**src/inc/fspc_pkg.sv**
```systemverilog
// Shared constants and types for the flash self-program sequencer
package fspc_pkg;
   // Control/status bit positions
   localparam int BIT_STORE_EN = 0;
   localparam int BIT_ERASE = 1;
   localparam int BIT_WRITE = 2;
   localparam int BIT_LOCK = 3;
   localparam int BIT_REEN = 4;
   localparam int BIT_SIG = 5;
   localparam int BIT_BUSY = 6;
   localparam int BIT_IRQ_EN = 7;
   localparam logic [7:0] CSR_RESET = 8'h00;
   localparam logic [7:0] EXT_RESET = 8'h00;
   // Lock bits come up unprogrammed; programming keeps the outer pairs
   localparam logic [7:0] LOCK_RESET = 8'hFF;
   localparam logic [7:0] LOCK_KEEP = 8'hC3;
   // Accepted lower-five-bit command patterns
   localparam logic [4:0] CMD_LOAD = 5'h01;
   localparam logic [4:0] CMD_ERASE = 5'h03;
   localparam logic [4:0] CMD_WRITE = 5'h05;
   localparam logic [4:0] CMD_LOCK = 5'h09;
   localparam logic [4:0] CMD_REEN = 5'h11;
   // Signature read uses bit 5 with store enable
   localparam logic [5:0] CMD_SIG = 6'h21;
   // Instruction windows in cycles
   localparam logic [2:0] STORE_WINDOW = 3'h4;
   localparam logic [2:0] LOAD_WINDOW = 3'h3;
   // Register addresses on the plain port
   localparam logic [1:0] ADDR_CSR = 2'h0;
   localparam logic [1:0] ADDR_EXT = 2'h1;
   localparam logic [1:0] ADDR_LOCK = 2'h2;
   localparam int PTR_W = 24;
   localparam int WORD_W = 16;

   typedef enum {ST_IDLE, ST_ARMED, ST_ARRAY} fspc_state_t;

   // Command handed to the flash array
   typedef struct packed {
      logic erase;
      logic write;
      logic lock;
      logic [PTR_W-1:0] addr;
   } fspc_array_cmd_t;
endpackage : fspc_pkg

```
**src/fspc_page_buf.sv**
```systemverilog
// Temporary page buffer with per-word valid bits and registered read
`timescale 1ns/1ps
`default_nettype none
module fspc_page_buf #(
   parameter int WORDS = 128,
   parameter int AW = 7
) (
   input wire logic clk_sys_i,
   input wire logic rst_b_i,
   input wire logic clear_i,
   input wire logic wr_i,
   input wire logic [AW-1:0] waddr_i,
   input wire logic [fspc_pkg::WORD_W-1:0] wdata_i,
   input wire logic [AW-1:0] raddr_i,
   output logic [fspc_pkg::WORD_W-1:0] rdata_o,
   output logic loaded_o
);
   logic [fspc_pkg::WORD_W-1:0] mem [WORDS];
   logic [WORDS-1:0] valid_r;

   always_ff @(posedge clk_sys_i)
   begin
      if (wr_i)
      begin
         mem[waddr_i] <= wdata_i;
      end
      // Unloaded or cleared words read as erased
      rdata_o <= valid_r[raddr_i] ? mem[raddr_i] : '1;
   end

   always_ff @(posedge clk_sys_i)
   begin
      if (!rst_b_i)
      begin
         valid_r <= '0;
      end
      else
      begin
         // A load in the clearing cycle survives the clear
         if (clear_i)
         begin
            valid_r <= '0;
         end
         if (wr_i)
         begin
            valid_r[waddr_i] <= 1'b1;
         end
      end
   end

   assign loaded_o = |valid_r;
endmodule // fspc_page_buf
`default_nettype wire

```
**src/fspc_seq.sv**
```systemverilog
// Self-program control sequencer: control/status, pointer, buffer and array handshake
// Function
// - Ready interrupt requested while enable and global flag set and store enable clear.
// - Erase or write to upper section sets busy flag and blocks section.
// - Busy flag clears on re-enable after programming, or on a buffer load.
// - Signature read plus store enable: load returns signature byte, store does nothing.
// - Re-enable plus store enable: store re-enables section; not while busy.
// - Re-enable written during buffer loading aborts the load, dropping data.
// - Lock-set plus store enable: store programs boot locks from register zero.
// - Load within three cycles after lock-set returns lock or fuse bits.
// - Page write command writes buffer to page from upper pointer bits.
// - Processor stalled throughout page write to stalling section.
// - Page erase command erases page from upper pointer bits.
// - Erase of upper section keeps other readable; stalling section erase stalls.
// - Store enable alone: store puts registers one:zero into buffer word.
// - Store enable lasts four cycles, clears after store; held during erase/write.
// - Only accepted lower-five-bit patterns take effect; others ignored.
// - Word load addresses buffer by in-page word field of the pointer.
// - Page buffer clears after page write, on re-enable, and on reset.
// - Data memory write during buffer loading discards loaded data.
// - Target address latched at operation start; pointer free afterwards.
// - Pointer is extension byte above the two core pointer bytes.
// - Data memory write in progress blocks commands and fuse/lock reads.
`timescale 1ns/1ps
`default_nettype none
module fspc_seq #(
   parameter int PAGE_WORD_BITS = 7,
   parameter int STALL_SECT_BASE = 24'h01E000,
   parameter logic [7:0] FUSE_LOW = 8'hFF,
   parameter logic [7:0] FUSE_HIGH = 8'hFF,
   parameter logic [7:0] FUSE_EXT = 8'hFF
) (
   input wire logic clk_sys_i,
   input wire logic rst_b_i,
   // Register port
   input wire logic [1:0] reg_addr_i,
   input wire logic [7:0] reg_wdata_i,
   input wire logic reg_wr_i,
   input wire logic reg_rd_i,
   output logic [7:0] reg_rdata_o,
   // Core side
   input wire logic global_irq_en_i,
   input wire logic store_instr_i,
   input wire logic load_instr_i,
   input wire logic [15:0] core_ptr_i,
   input wire logic [7:0] gen_reg_zero_i,
   input wire logic [7:0] gen_reg_one_i,
   input wire logic data_mem_busy_i,
   input wire logic data_mem_write_i,
   output logic ready_irq_o,
   output logic cpu_stall_o,
   output logic upper_blocked_o,
   output logic load_override_o,
   output logic [7:0] load_data_o,
   // Signature row source
   output logic [7:0] sig_addr_o,
   input wire logic [7:0] sig_data_i,
   // Flash array
   output fspc_pkg::fspc_array_cmd_t array_cmd_o,
   output logic [fspc_pkg::WORD_W-1:0] array_wdata_o,
   output logic [7:0] array_lock_data_o,
   input wire logic array_done_i
);
   localparam int BUF_WORDS = 1 << PAGE_WORD_BITS;

   typedef struct packed {
      fspc_pkg::fspc_state_t st;
      logic [7:0] csr;
      logic [7:0] ext;
      logic [7:0] lock_bits;
      logic [2:0] win;
      logic [7:0] rdata;
      logic irq;
      logic stall;
      logic ovr;
      logic [7:0] ldata;
      logic [7:0] sig_addr;
      fspc_pkg::fspc_array_cmd_t cmd;
      logic [7:0] lock_wr;
   } fspc_state_s_t;

   fspc_state_s_t s_r;
   fspc_state_s_t s_nxt;

   logic [fspc_pkg::PTR_W-1:0] ptr;
   logic buf_wr;
   logic buf_clear;
   logic buf_loaded;
   logic [fspc_pkg::WORD_W-1:0] buf_rdata;
   logic [PAGE_WORD_BITS-1:0] buf_waddr;
   logic [4:0] low5;
   logic pat_ok;
   logic sig_ok;
   logic [7:0] fuse_byte;

   // Pointer assembly
   // extension byte on top
   assign ptr = {s_r.ext, core_ptr_i};
   // word field skips the byte bit
   assign buf_waddr = ptr[PAGE_WORD_BITS:1];
   assign low5 = reg_wdata_i[4:0];
   assign pat_ok = (low5 == fspc_pkg::CMD_LOAD) || (low5 == fspc_pkg::CMD_ERASE)
      || (low5 == fspc_pkg::CMD_WRITE) || (low5 == fspc_pkg::CMD_LOCK)
      || (low5 == fspc_pkg::CMD_REEN);
   assign sig_ok = reg_wdata_i[5:0] == fspc_pkg::CMD_SIG;

   // pointer low bits pick a fuse byte or the lock bits
   always_comb
   begin
      case (ptr[1:0])
         2'h0: fuse_byte = FUSE_LOW;
         2'h1: fuse_byte = s_r.lock_bits;
         2'h2: fuse_byte = FUSE_EXT;
         default: fuse_byte = FUSE_HIGH;
      endcase
   end

   always_comb
   begin
      logic csr_wr;
      logic [4:0] cmd5;
      logic to_stall;
      csr_wr = reg_wr_i && (reg_addr_i == fspc_pkg::ADDR_CSR);
      cmd5 = s_r.csr[4:0];
      to_stall = ptr >= fspc_pkg::PTR_W'(STALL_SECT_BASE);
      s_nxt = s_r;
      buf_wr = 1'b0;
      buf_clear = 1'b0;
      s_nxt.ovr = 1'b0;
      s_nxt.rdata = 8'h00;

      // Register reads, data one cycle later
      if (reg_rd_i)
      begin
         case (reg_addr_i)
            fspc_pkg::ADDR_CSR: s_nxt.rdata = s_r.csr;
            fspc_pkg::ADDR_EXT: s_nxt.rdata = s_r.ext;
            fspc_pkg::ADDR_LOCK: s_nxt.rdata = s_r.lock_bits;
            default: s_nxt.rdata = 8'h00;
         endcase
      end

      if (reg_wr_i && (reg_addr_i == fspc_pkg::ADDR_EXT))
      begin
         s_nxt.ext = reg_wdata_i;
      end

      // data memory write kills a partial load
      // A running page write keeps its buffer; only loading is disturbed
      if (data_mem_write_i && buf_loaded && !s_r.cmd.write)
      begin
         buf_clear = 1'b1;
      end

      case (s_r.st)
         fspc_pkg::ST_IDLE:
         begin
            if (csr_wr)
            begin
               s_nxt.csr[fspc_pkg::BIT_IRQ_EN] = reg_wdata_i[fspc_pkg::BIT_IRQ_EN];
               // commands blocked during data memory write
               if (!data_mem_busy_i && (pat_ok || sig_ok))
               begin
                  s_nxt.csr[5:0] = reg_wdata_i[5:0];
                  s_nxt.win = 3'h0;
                  s_nxt.st = fspc_pkg::ST_ARMED;
                  if (reg_wdata_i[fspc_pkg::BIT_REEN])
                  begin
                     buf_clear = 1'b1;
                  end
               end
            end
         end
         fspc_pkg::ST_ARMED:
         begin
            // Window slot counts cycles since the arming write
            s_nxt.win = s_r.win + 3'h1;
            if (csr_wr)
            begin
               s_nxt.csr[fspc_pkg::BIT_IRQ_EN] = reg_wdata_i[fspc_pkg::BIT_IRQ_EN];
            end
            // lock or fuse readout on load
            if (load_instr_i && cmd5 == fspc_pkg::CMD_LOCK && s_r.win < fspc_pkg::LOAD_WINDOW
               && !data_mem_busy_i)
            begin
               s_nxt.ovr = 1'b1;
               s_nxt.ldata = fuse_byte;
               s_nxt.csr[5:0] = 6'h00;
               s_nxt.st = fspc_pkg::ST_IDLE;
            end
            else if (load_instr_i && s_r.csr[fspc_pkg::BIT_SIG] && s_r.win < fspc_pkg::LOAD_WINDOW)
            begin
               s_nxt.ovr = 1'b1;
               s_nxt.ldata = sig_data_i;
               s_nxt.csr[5:0] = 6'h00;
               s_nxt.st = fspc_pkg::ST_IDLE;
            end
            // stores refused during data memory write
            else if (store_instr_i && !data_mem_busy_i)
            begin
               s_nxt.csr[5:0] = 6'h00;
               s_nxt.st = fspc_pkg::ST_IDLE;
               // store under signature read does nothing
               if (!s_r.csr[fspc_pkg::BIT_SIG])
               begin
                  case (cmd5)
                     fspc_pkg::CMD_LOAD:
                     begin
                        buf_wr = 1'b1;
                        s_nxt.csr[fspc_pkg::BIT_BUSY] = 1'b0;
                     end
                     fspc_pkg::CMD_REEN:
                     begin
                        s_nxt.csr[fspc_pkg::BIT_BUSY] = 1'b0;
                     end
                     fspc_pkg::CMD_LOCK, fspc_pkg::CMD_ERASE, fspc_pkg::CMD_WRITE:
                     begin
                        s_nxt.csr[5:0] = s_r.csr[5:0];
                        s_nxt.cmd.addr = ptr;
                        s_nxt.cmd.lock = cmd5 == fspc_pkg::CMD_LOCK;
                        s_nxt.lock_wr = gen_reg_zero_i;
                        s_nxt.cmd.erase = cmd5 == fspc_pkg::CMD_ERASE;
                        s_nxt.cmd.write = cmd5 == fspc_pkg::CMD_WRITE;
                        if (cmd5 != fspc_pkg::CMD_LOCK && !to_stall)
                        begin
                           s_nxt.csr[fspc_pkg::BIT_BUSY] = 1'b1;
                        end
                        s_nxt.stall = cmd5 != fspc_pkg::CMD_LOCK && to_stall;
                        s_nxt.st = fspc_pkg::ST_ARRAY;
                     end
                     default: s_nxt.csr[5:0] = 6'h00;
                  endcase
               end
            end
            else if (s_r.win == fspc_pkg::STORE_WINDOW - 3'h1)
            begin
               s_nxt.csr[5:0] = 6'h00;
               s_nxt.st = fspc_pkg::ST_IDLE;
            end
         end
         fspc_pkg::ST_ARRAY:
         begin
            // only the enable bit is taken while the array is busy
            if (csr_wr)
            begin
               s_nxt.csr[fspc_pkg::BIT_IRQ_EN] = reg_wdata_i[fspc_pkg::BIT_IRQ_EN];
            end
            if (array_done_i)
            begin
               if (s_r.cmd.lock)
               begin
                  // Programming only clears bits; the outer pairs stay
                  s_nxt.lock_bits = s_r.lock_bits & (s_r.lock_wr | fspc_pkg::LOCK_KEEP);
               end
               if (s_r.cmd.write)
               begin
                  buf_clear = 1'b1;
               end
               s_nxt.cmd.erase = 1'b0;
               s_nxt.cmd.write = 1'b0;
               s_nxt.cmd.lock = 1'b0;
               s_nxt.stall = 1'b0;
               s_nxt.csr[5:0] = 6'h00;
               s_nxt.st = fspc_pkg::ST_IDLE;
            end
         end
         default: s_nxt.st = fspc_pkg::ST_IDLE;
      endcase

      // Signature byte address trails the pointer by one cycle
      s_nxt.sig_addr = ptr[7:0];
      // ready interrupt while store enable clear
      s_nxt.irq = s_nxt.csr[fspc_pkg::BIT_IRQ_EN] && global_irq_en_i
         && !s_nxt.csr[fspc_pkg::BIT_STORE_EN];
   end

   always_ff @(posedge clk_sys_i)
   begin
      if (!rst_b_i)
      begin
         s_r <= '0;
         s_r.st <= fspc_pkg::ST_IDLE;
         s_r.csr <= fspc_pkg::CSR_RESET;
         s_r.ext <= fspc_pkg::EXT_RESET;
         // Lock bits come up unprogrammed
         s_r.lock_bits <= fspc_pkg::LOCK_RESET;
      end
      else
      begin
         s_r <= s_nxt;
      end
   end

   // buffer cleared on reset inside the buffer
   fspc_page_buf #(
      .WORDS(BUF_WORDS),
      .AW(PAGE_WORD_BITS)
   ) u_buf (
      .clk_sys_i(clk_sys_i),
      .rst_b_i(rst_b_i),
      .clear_i(buf_clear),
      .wr_i(buf_wr),
      .waddr_i(buf_waddr),
      .wdata_i({gen_reg_one_i, gen_reg_zero_i}),
      // Array sees the word at the latched word address
      .raddr_i(s_r.cmd.addr[PAGE_WORD_BITS:1]),
      .rdata_o(buf_rdata),
      .loaded_o(buf_loaded)
   );

   assign reg_rdata_o = s_r.rdata;
   assign ready_irq_o = s_r.irq;
   assign cpu_stall_o = s_r.stall;
   assign upper_blocked_o = s_r.csr[fspc_pkg::BIT_BUSY];
   assign load_override_o = s_r.ovr;
   assign load_data_o = s_r.ldata;
   assign sig_addr_o = s_r.sig_addr;
   assign array_cmd_o = s_r.cmd;
   assign array_wdata_o = buf_rdata;
   assign array_lock_data_o = s_r.lock_wr;
endmodule // fspc_seq
`default_nettype wire

```
**config.mk**
```make
export PLATFORM = sky130hd
export DESIGN_NAME = fspc_seq
export DESIGN_NICKNAME = d
export VERILOG_FILES = /design/src/inc/fspc_pkg.sv /design/src/fspc_page_buf.sv /design/src/fspc_seq.sv
export SDC_FILE = /design/constraint.sdc
export NUM_CORES = 2
export LEC_CHECK = 0
export ABC_AREA = 1
export BUFFER_PORTS_ARGS = -buffer_cell sky130_fd_sc_hd__buf_2
export CAP_MARGIN = 20
export CELL_PAD_IN_SITES_DETAIL_PLACEMENT = 1
export CELL_PAD_IN_SITES_GLOBAL_PLACEMENT = 2
export CORE_ASPECT_RATIO = 0.5
export CORE_MARGIN = 4
export CORE_UTILIZATION = 48
export CTS_BUF_LIST = sky130_fd_sc_hd__clkbuf_8
export DETAILED_ROUTE_END_ITERATION = 6
export PLACE_DENSITY = 0.9
export REMOVE_ABC_BUFFERS = 1
export SLEW_MARGIN = 0
export SYNTH_ARGS = -nofsm -noshare
export SYNTH_HDL_FRONTEND = slang
export SYNTH_SLANG_ARGS = --single-unit
```
**constraint.sdc**
```tcl
create_clock -name clk_sys_i -period 4.6 [get_ports clk_sys_i]
set_clock_uncertainty 0.15 [all_clocks]
set_input_delay 0.92 -clock clk_sys_i [delete_from_list [all_inputs] [get_ports clk_sys_i]]
set_output_delay 0.92 -clock clk_sys_i [all_outputs]
set_load 0.03 [all_outputs]
```
After elaboration in Yosys (flattened, before gate mapping)
Memory sizes are Yosys's and may differ from the RTL's. A register that Yosys moved wholly into a read port is not among the register bits.
Cells that the tools add are included.

storage, ports and cells
  register bits = 249
  RAM bits = 2048
  bits of input ports = 60
  output and inout port bits = 79
  logic and storage cells = 176
  memories = 1

memory list
  memory     depth  width  read ports  clocked after memory_dff  wr ports  line                 text
  u_buf.mem  128    16     1           1                         1         fspc_page_buf.sv:18  logic [fspc_pkg::WORD_W-1:0] mem [WORDS];

cells by class
  $add $sub $neg = 1
  magnitude comparators = 5
  eq/ne operators = 29
  multiplexer cells = 67
  bitwise operators = 5
  reductions and logical operators = 48

operator list
  cell                  count
  $mux 128              3
  $mux 32               6
  $mux 35               5
  $or 128x128->128      1
  $reduce_or 128->1     1
  $pmux 32 s3           1
  $mux 6                7
  $mux 33               1
  $eq 32x1->1 const B   1
  $eq 32x2->1 const B   1
  $logic_not 32->1      1
  $ge 24x17->1 const B  1
  $mux 1                24
  $pmux 8 s3            1
  $mux 9                2
  $pmux 6 s3            1
  $logic_and 1x1->1     16
  $lt 7x8->1 const B    2
  $ne 2x2->1 const B    8
  $reduce_and 7->1      2
  $pmux 3 s2            2
  $reduce_and 6->1      2
  $eq 5x1->1 const B    2
  $eq 5x2->1 const B    2
  34 further kinds      62

Longest topological paths before layout
  word-level depth = 14
  gate-level depth with buffers = 15

Hierarchy
Synthesis repeated with hierarchy kept, for this count alone.

unflattened totals
  cells, all modules = 8390
  area total of the unflattened synthesis = 93654.8 um^2

modules (own cells, without submodules)
  module         times used  cells each  area an instance (um^2)  seq. area each (um^2)
  fspc_page_buf  1           7835        89440.8                  64381.7
  fspc_seq       1           555         4214.0                   1741.7

Worst setup path after synthesis
OpenSTA, ideal clock, no wires.

  path kind = input port to flip-flop
  start point = input port data_mem_busy_i
  end point = memory u_buf.mem[32][0] (netlist name), enable pin
  arrival time = 2.423 ns
  data required time = 4.086 ns
  setup slack = 1.663 ns
  stages = 11
  path buffers = 1
  cells stage by stage = inv_1 -> nand2_1 -> nor2_1 -> nand2_4 -> nand3_2 -> nor2_4 -> nand3_4 -> nor2_4 -> buf_4 -> nand2_1 -> inv_1

between the ends
  longest elaborated chain between the ends = 8
  elaborated cells on any way between the ends = 9
  classes of those cells = mux (6); reduce/logical (3)

ends and longest elaborated chain
  element                           line                              text
  start: declaration                fspc_seq.sv:48                    input wire logic data_mem_busy_i,
  $logic_not 1->1 (*)               fspc_seq.sv:184, fspc_seq.sv:199
  $logic_and 1x1->1                 fspc_seq.sv:199                   else if (store_instr_i && !data_mem_busy_i)
  $mux 1                            fspc_seq.sv:199
  $mux 1                            fspc_seq.sv:191                   else if (load_instr_i && s_r.csr[fspc_pkg::BIT_SIG] && s_r.win < fspc_pkg::LOAD_WINDOW)
  $mux 1 (*)                        fspc_seq.sv:183                   if (load_instr_i && cmd5 == fspc_pkg::CMD_LOCK && s_r.win < fspc_pkg::LOAD_WINDOW
  $mux 1 (*)                        fspc_seq.sv:155                   case (s_r.st)
  $mux 1 (*)                        fspc_page_buf.sv:23               if (wr_i)
  $mux 1 (not written as such) (*)  fspc_page_buf.sv:25               mem[waddr_i] <= wdata_i;
  end: declaration                  fspc_page_buf.sv:18

Mark *: on every way between the ends. The rest lies on a longest branch, timed or not.

Worst setup path in the final report
  start point = register s_r, in the netlist array_cmd_o[1]
  end point = output port array_cmd_o[1] (netlist name)

RTL lines
  element                   line             text
  start: declaration        fspc_seq.sv:82   fspc_state_s_t s_r;
  start signal: assignment  fspc_seq.sv:290  s_r <= s_nxt;
  end: declaration          fspc_seq.sv:59   output fspc_pkg::fspc_array_cmd_t array_cmd_o,

No word-level cell between the ends.

==> run_results.csv <==
group,metric,value,unit
logic_synthesis,ys_seq_elements,2279,
clocking,h-tree-depth,5,
final_layout,nNetsFinal,8681,
grt,grt_start_max_net_pins,172,
logic_synthesis,ys_warn_count,0,
timing,rsz0062_at_grt,"no",
clocking,cts_tree,"yes",
worst_setup_path,max_stage_delay,630,ps
timing,max_freq,242.3,MHz
final_layout,regArea,66140,sq um
grt,grt.total_usage,30.59,%
timing,finalWorstSetupSlack,473.0,ps
timing,fin_crit_sh,89.72,%
clocking,postCtsSetupBuffers,0,
grt,overflow,0,
drt,wirelength,314600,um
clocking,hold_buffers,3,
clocking,cts_buffers,325,
floorplan,die_h,319.7,um
logic_synthesis,synthCells,8541,
pwr,peakVddDrop,0.0002241,V
worst_setup_path,critPathRequiredTime,3530,ps
drt,first_pass_iters,5,
final_layout,final_cell_mix,"nand2_1, edfxtp_1, nand3_1",
clocking,clk-insertion-delay-late,960,ps
grt,grt_pass1_vias,69470,
logic_synthesis,ys_seq_area_share,70.88,%
floorplan,die_w,631.4,um
timing,hold_ws,74.24,ps
final_layout,final_common_cell,"nand2_1",
drt,routedWlPerCell,27.40,um
pwr,clkPwrFrac,39.8,%
drt,vias,68030,
logic_synthesis,synth_flop_cell,"edfxtp_1",
drt,ant_nets,0,
placement,numPortBuffers,138,
placement,gp_congestion,0.8914,
grt,antenna_found_initial,7,
floorplan,core,193300,sq um
timing,setup_violations,0,
timing,tightest_slew,1223,ps
floorplan,initial_core_util,48.27,%
grt,grt_pass1_wl,460500,um
floorplan,rows,114,
placement,dp_slack,774.4,ps
drt,viasPerCell,5.925,
clocking,cts_resized,0,
drt,dr.first_iter.drc_count,8490,
logic_synthesis,synthArstFlopShare,0,%
pwr,switching_share,22.65,%
pwr,switchingPower,8.861,mW
worst_setup_path,start_kind,"register",
timing,slew_viol_final,0,
logic_synthesis,synth_edf_count,2048,
timing,hold_viol_final,0,
drt,drc,0,
floorplan,ioPinCount,139,
timing,timing.final.crit_period,4127,ps
worst_setup_path,criticalPathCategory,"register to primary output",
worst_setup_path,cp_max_fo,104,
final_layout,multi_input_area,23620,sq um
clocking,cts_root_buf,"clkbuf_8",
pwr,p_int,30.26,mW
clocking,cts_max_path_buffers,4,
worst_setup_path,cp-end-kind,"primary output",
logic_synthesis,syn_area,93280,sq um
pwr,leakage,38.41,nW
timing,slew_headroom,18.47,%
status,status,"finished, final reports clean",
placement,hpwl,193700,um
flow_run,maxCapViolations,0,
worst_hold_path,hold_class,"input port to register",
worst_setup_path,cp_slowest_cell,"dfxtp_4",
final_layout,area_growth_syn_to_layout,10.32,%
logic_synthesis,synth_cell_type_count,33,
clocking,clk_pin_slew_worst_paths,80,ps
pwr,p_seq_share,57.7,%
final_layout,drive_gt1_share,8.931,%
clocking,clock_sinks,2279,
pwr,powerDensity,380.1,nW/um^2
pwr,power.total,39.12,mW
final_layout,fill_cells,20540,
worst_setup_path,worstPathCellList,"buf_12, buf_4, buf_2",
floorplan,dieArea,201900,sq um
pwr,p_comb_share,2.5,%
logic_synthesis,synth.avg_cell_area,10.92,sq um
worst_setup_path,cp.arrival,3060,ps
## state kept, by name, summed over array words and instances, names as in the netlist
register           flops
array_cmd_o           27
array_lock_data_o      8
cpu_stall_o            1
load_data_o            8
load_override_o        1
ptr                    8
ready_irq_o            1
reg_rdata_o            8
s_r                   16
sig_addr_o             8
u_buf.mem           2048
u_buf.rdata_o         16
u_buf.valid_r        128
upper_blocked_o        1
## cells in the mapped netlist, types with 7 or more instances
master,number,area [sq um]
a21oi_1,168,840.8
nor3_1,19,95.09
buf_2,200,1001
dfxtp_1,231,4624
nand2_1,2963,11120
o21ai_0,63,315.3
clkbuf_1,236,885.9
buf_1,99,371.6
edfxtp_1,2048,61500
nand4_1,12,75.07
buf_4,68,510.5
nor2_1,156,585.6
nor2_4,10,112.6
ha_1,7,87.58
inv_1,205,769.5
nand3_1,2020,10110
## metrics by stage
| step | instances | setup TNS [ps] | area, sq um | util [%] |
|---|---|---|---|---|
| after detailed placement | 10890 | 0 | 96830 | 50.10 |
| after floorplan | 7938 | -1469490 | 90520 | - |
| after global placement | 10890 | 0 | 96830 | 50.10 |
| after CTS | 11480 | 0 | 102900 | 53.24 |
| final | 11480 | 0 | 102900 | 53.25 |
| after global routing | 11480 | 0 | 102900 | 53.24 |
## layout make-up
cell class | count | area share [%]
diodes | 5 | 0.01216
clock buffers | 364 | 4.868
clock inverters | 217 | 0.9981
inverters | 212 | 0.8024
multi-input cells | 5447 | 22.95
flip-flops and latches | 2279 | 64.27
well taps | 2610 | 3.173
repair buffers | 349 | 2.925
## critical path: cells and delay by family (launching register included)
family / cells / cell delay [ps]
buf+inv: 3 / 1280
flops: 1 / 630
## metal layers
metal | global-route usage, % | part of all wire (%) | up-vias
li1 | - | - | 29710
met1 | 42.46 | 41 | 34520
met2 | 48.72 | 47 | 3244
met3 | 6.250 | 9.4 | 554
met4 | 9.726 | 3.3 | 2
met5 | 0 | 0.0035 | -
## final timing paths
path | startpoint | endpoint | slack [ps] | depth (start not counted)
setup / recovery | array_cmd_o[1] | array_cmd_o[1] | 470 | 3
hold / removal | core_ptr_i[12] | array_cmd_o[12] | 70 | 3
setup reg to reg | array_cmd_o[1] | u_buf.rdata_o[11] | 910 | 11
hold reg to reg | s_r[64] | s_r[64] | 320 | 2
## power by group through the flow
| stage | Combinational, mW | Clock, mW | Sequential (mW) |
|---|---|---|---|
| 2_1_floorplan | 0.204 | 0 | 23.1 |
| 3_3_place_gp | 0.928 | 0 | 23.0 |
| 3_5_place_dp | 0.952 | 0 | 23.0 |
| 4_1_cts | 0.957 | 15.7 | 22.6 |
| 5_1_grt | 1.02 | 16.7 | 22.6 |
| 6_report | 0.974 | 15.6 | 22.6 |
## cell families after synthesis
group	synth area share, %
AND/OR/NAND/NOR	23.83
AO/OA/AOI/OAI	1.368
adder cells (fa/ha/maj)	0.09388
buffers and inverters	3.821
flip-flops	70.88
(Power assumes the default switching activity.)
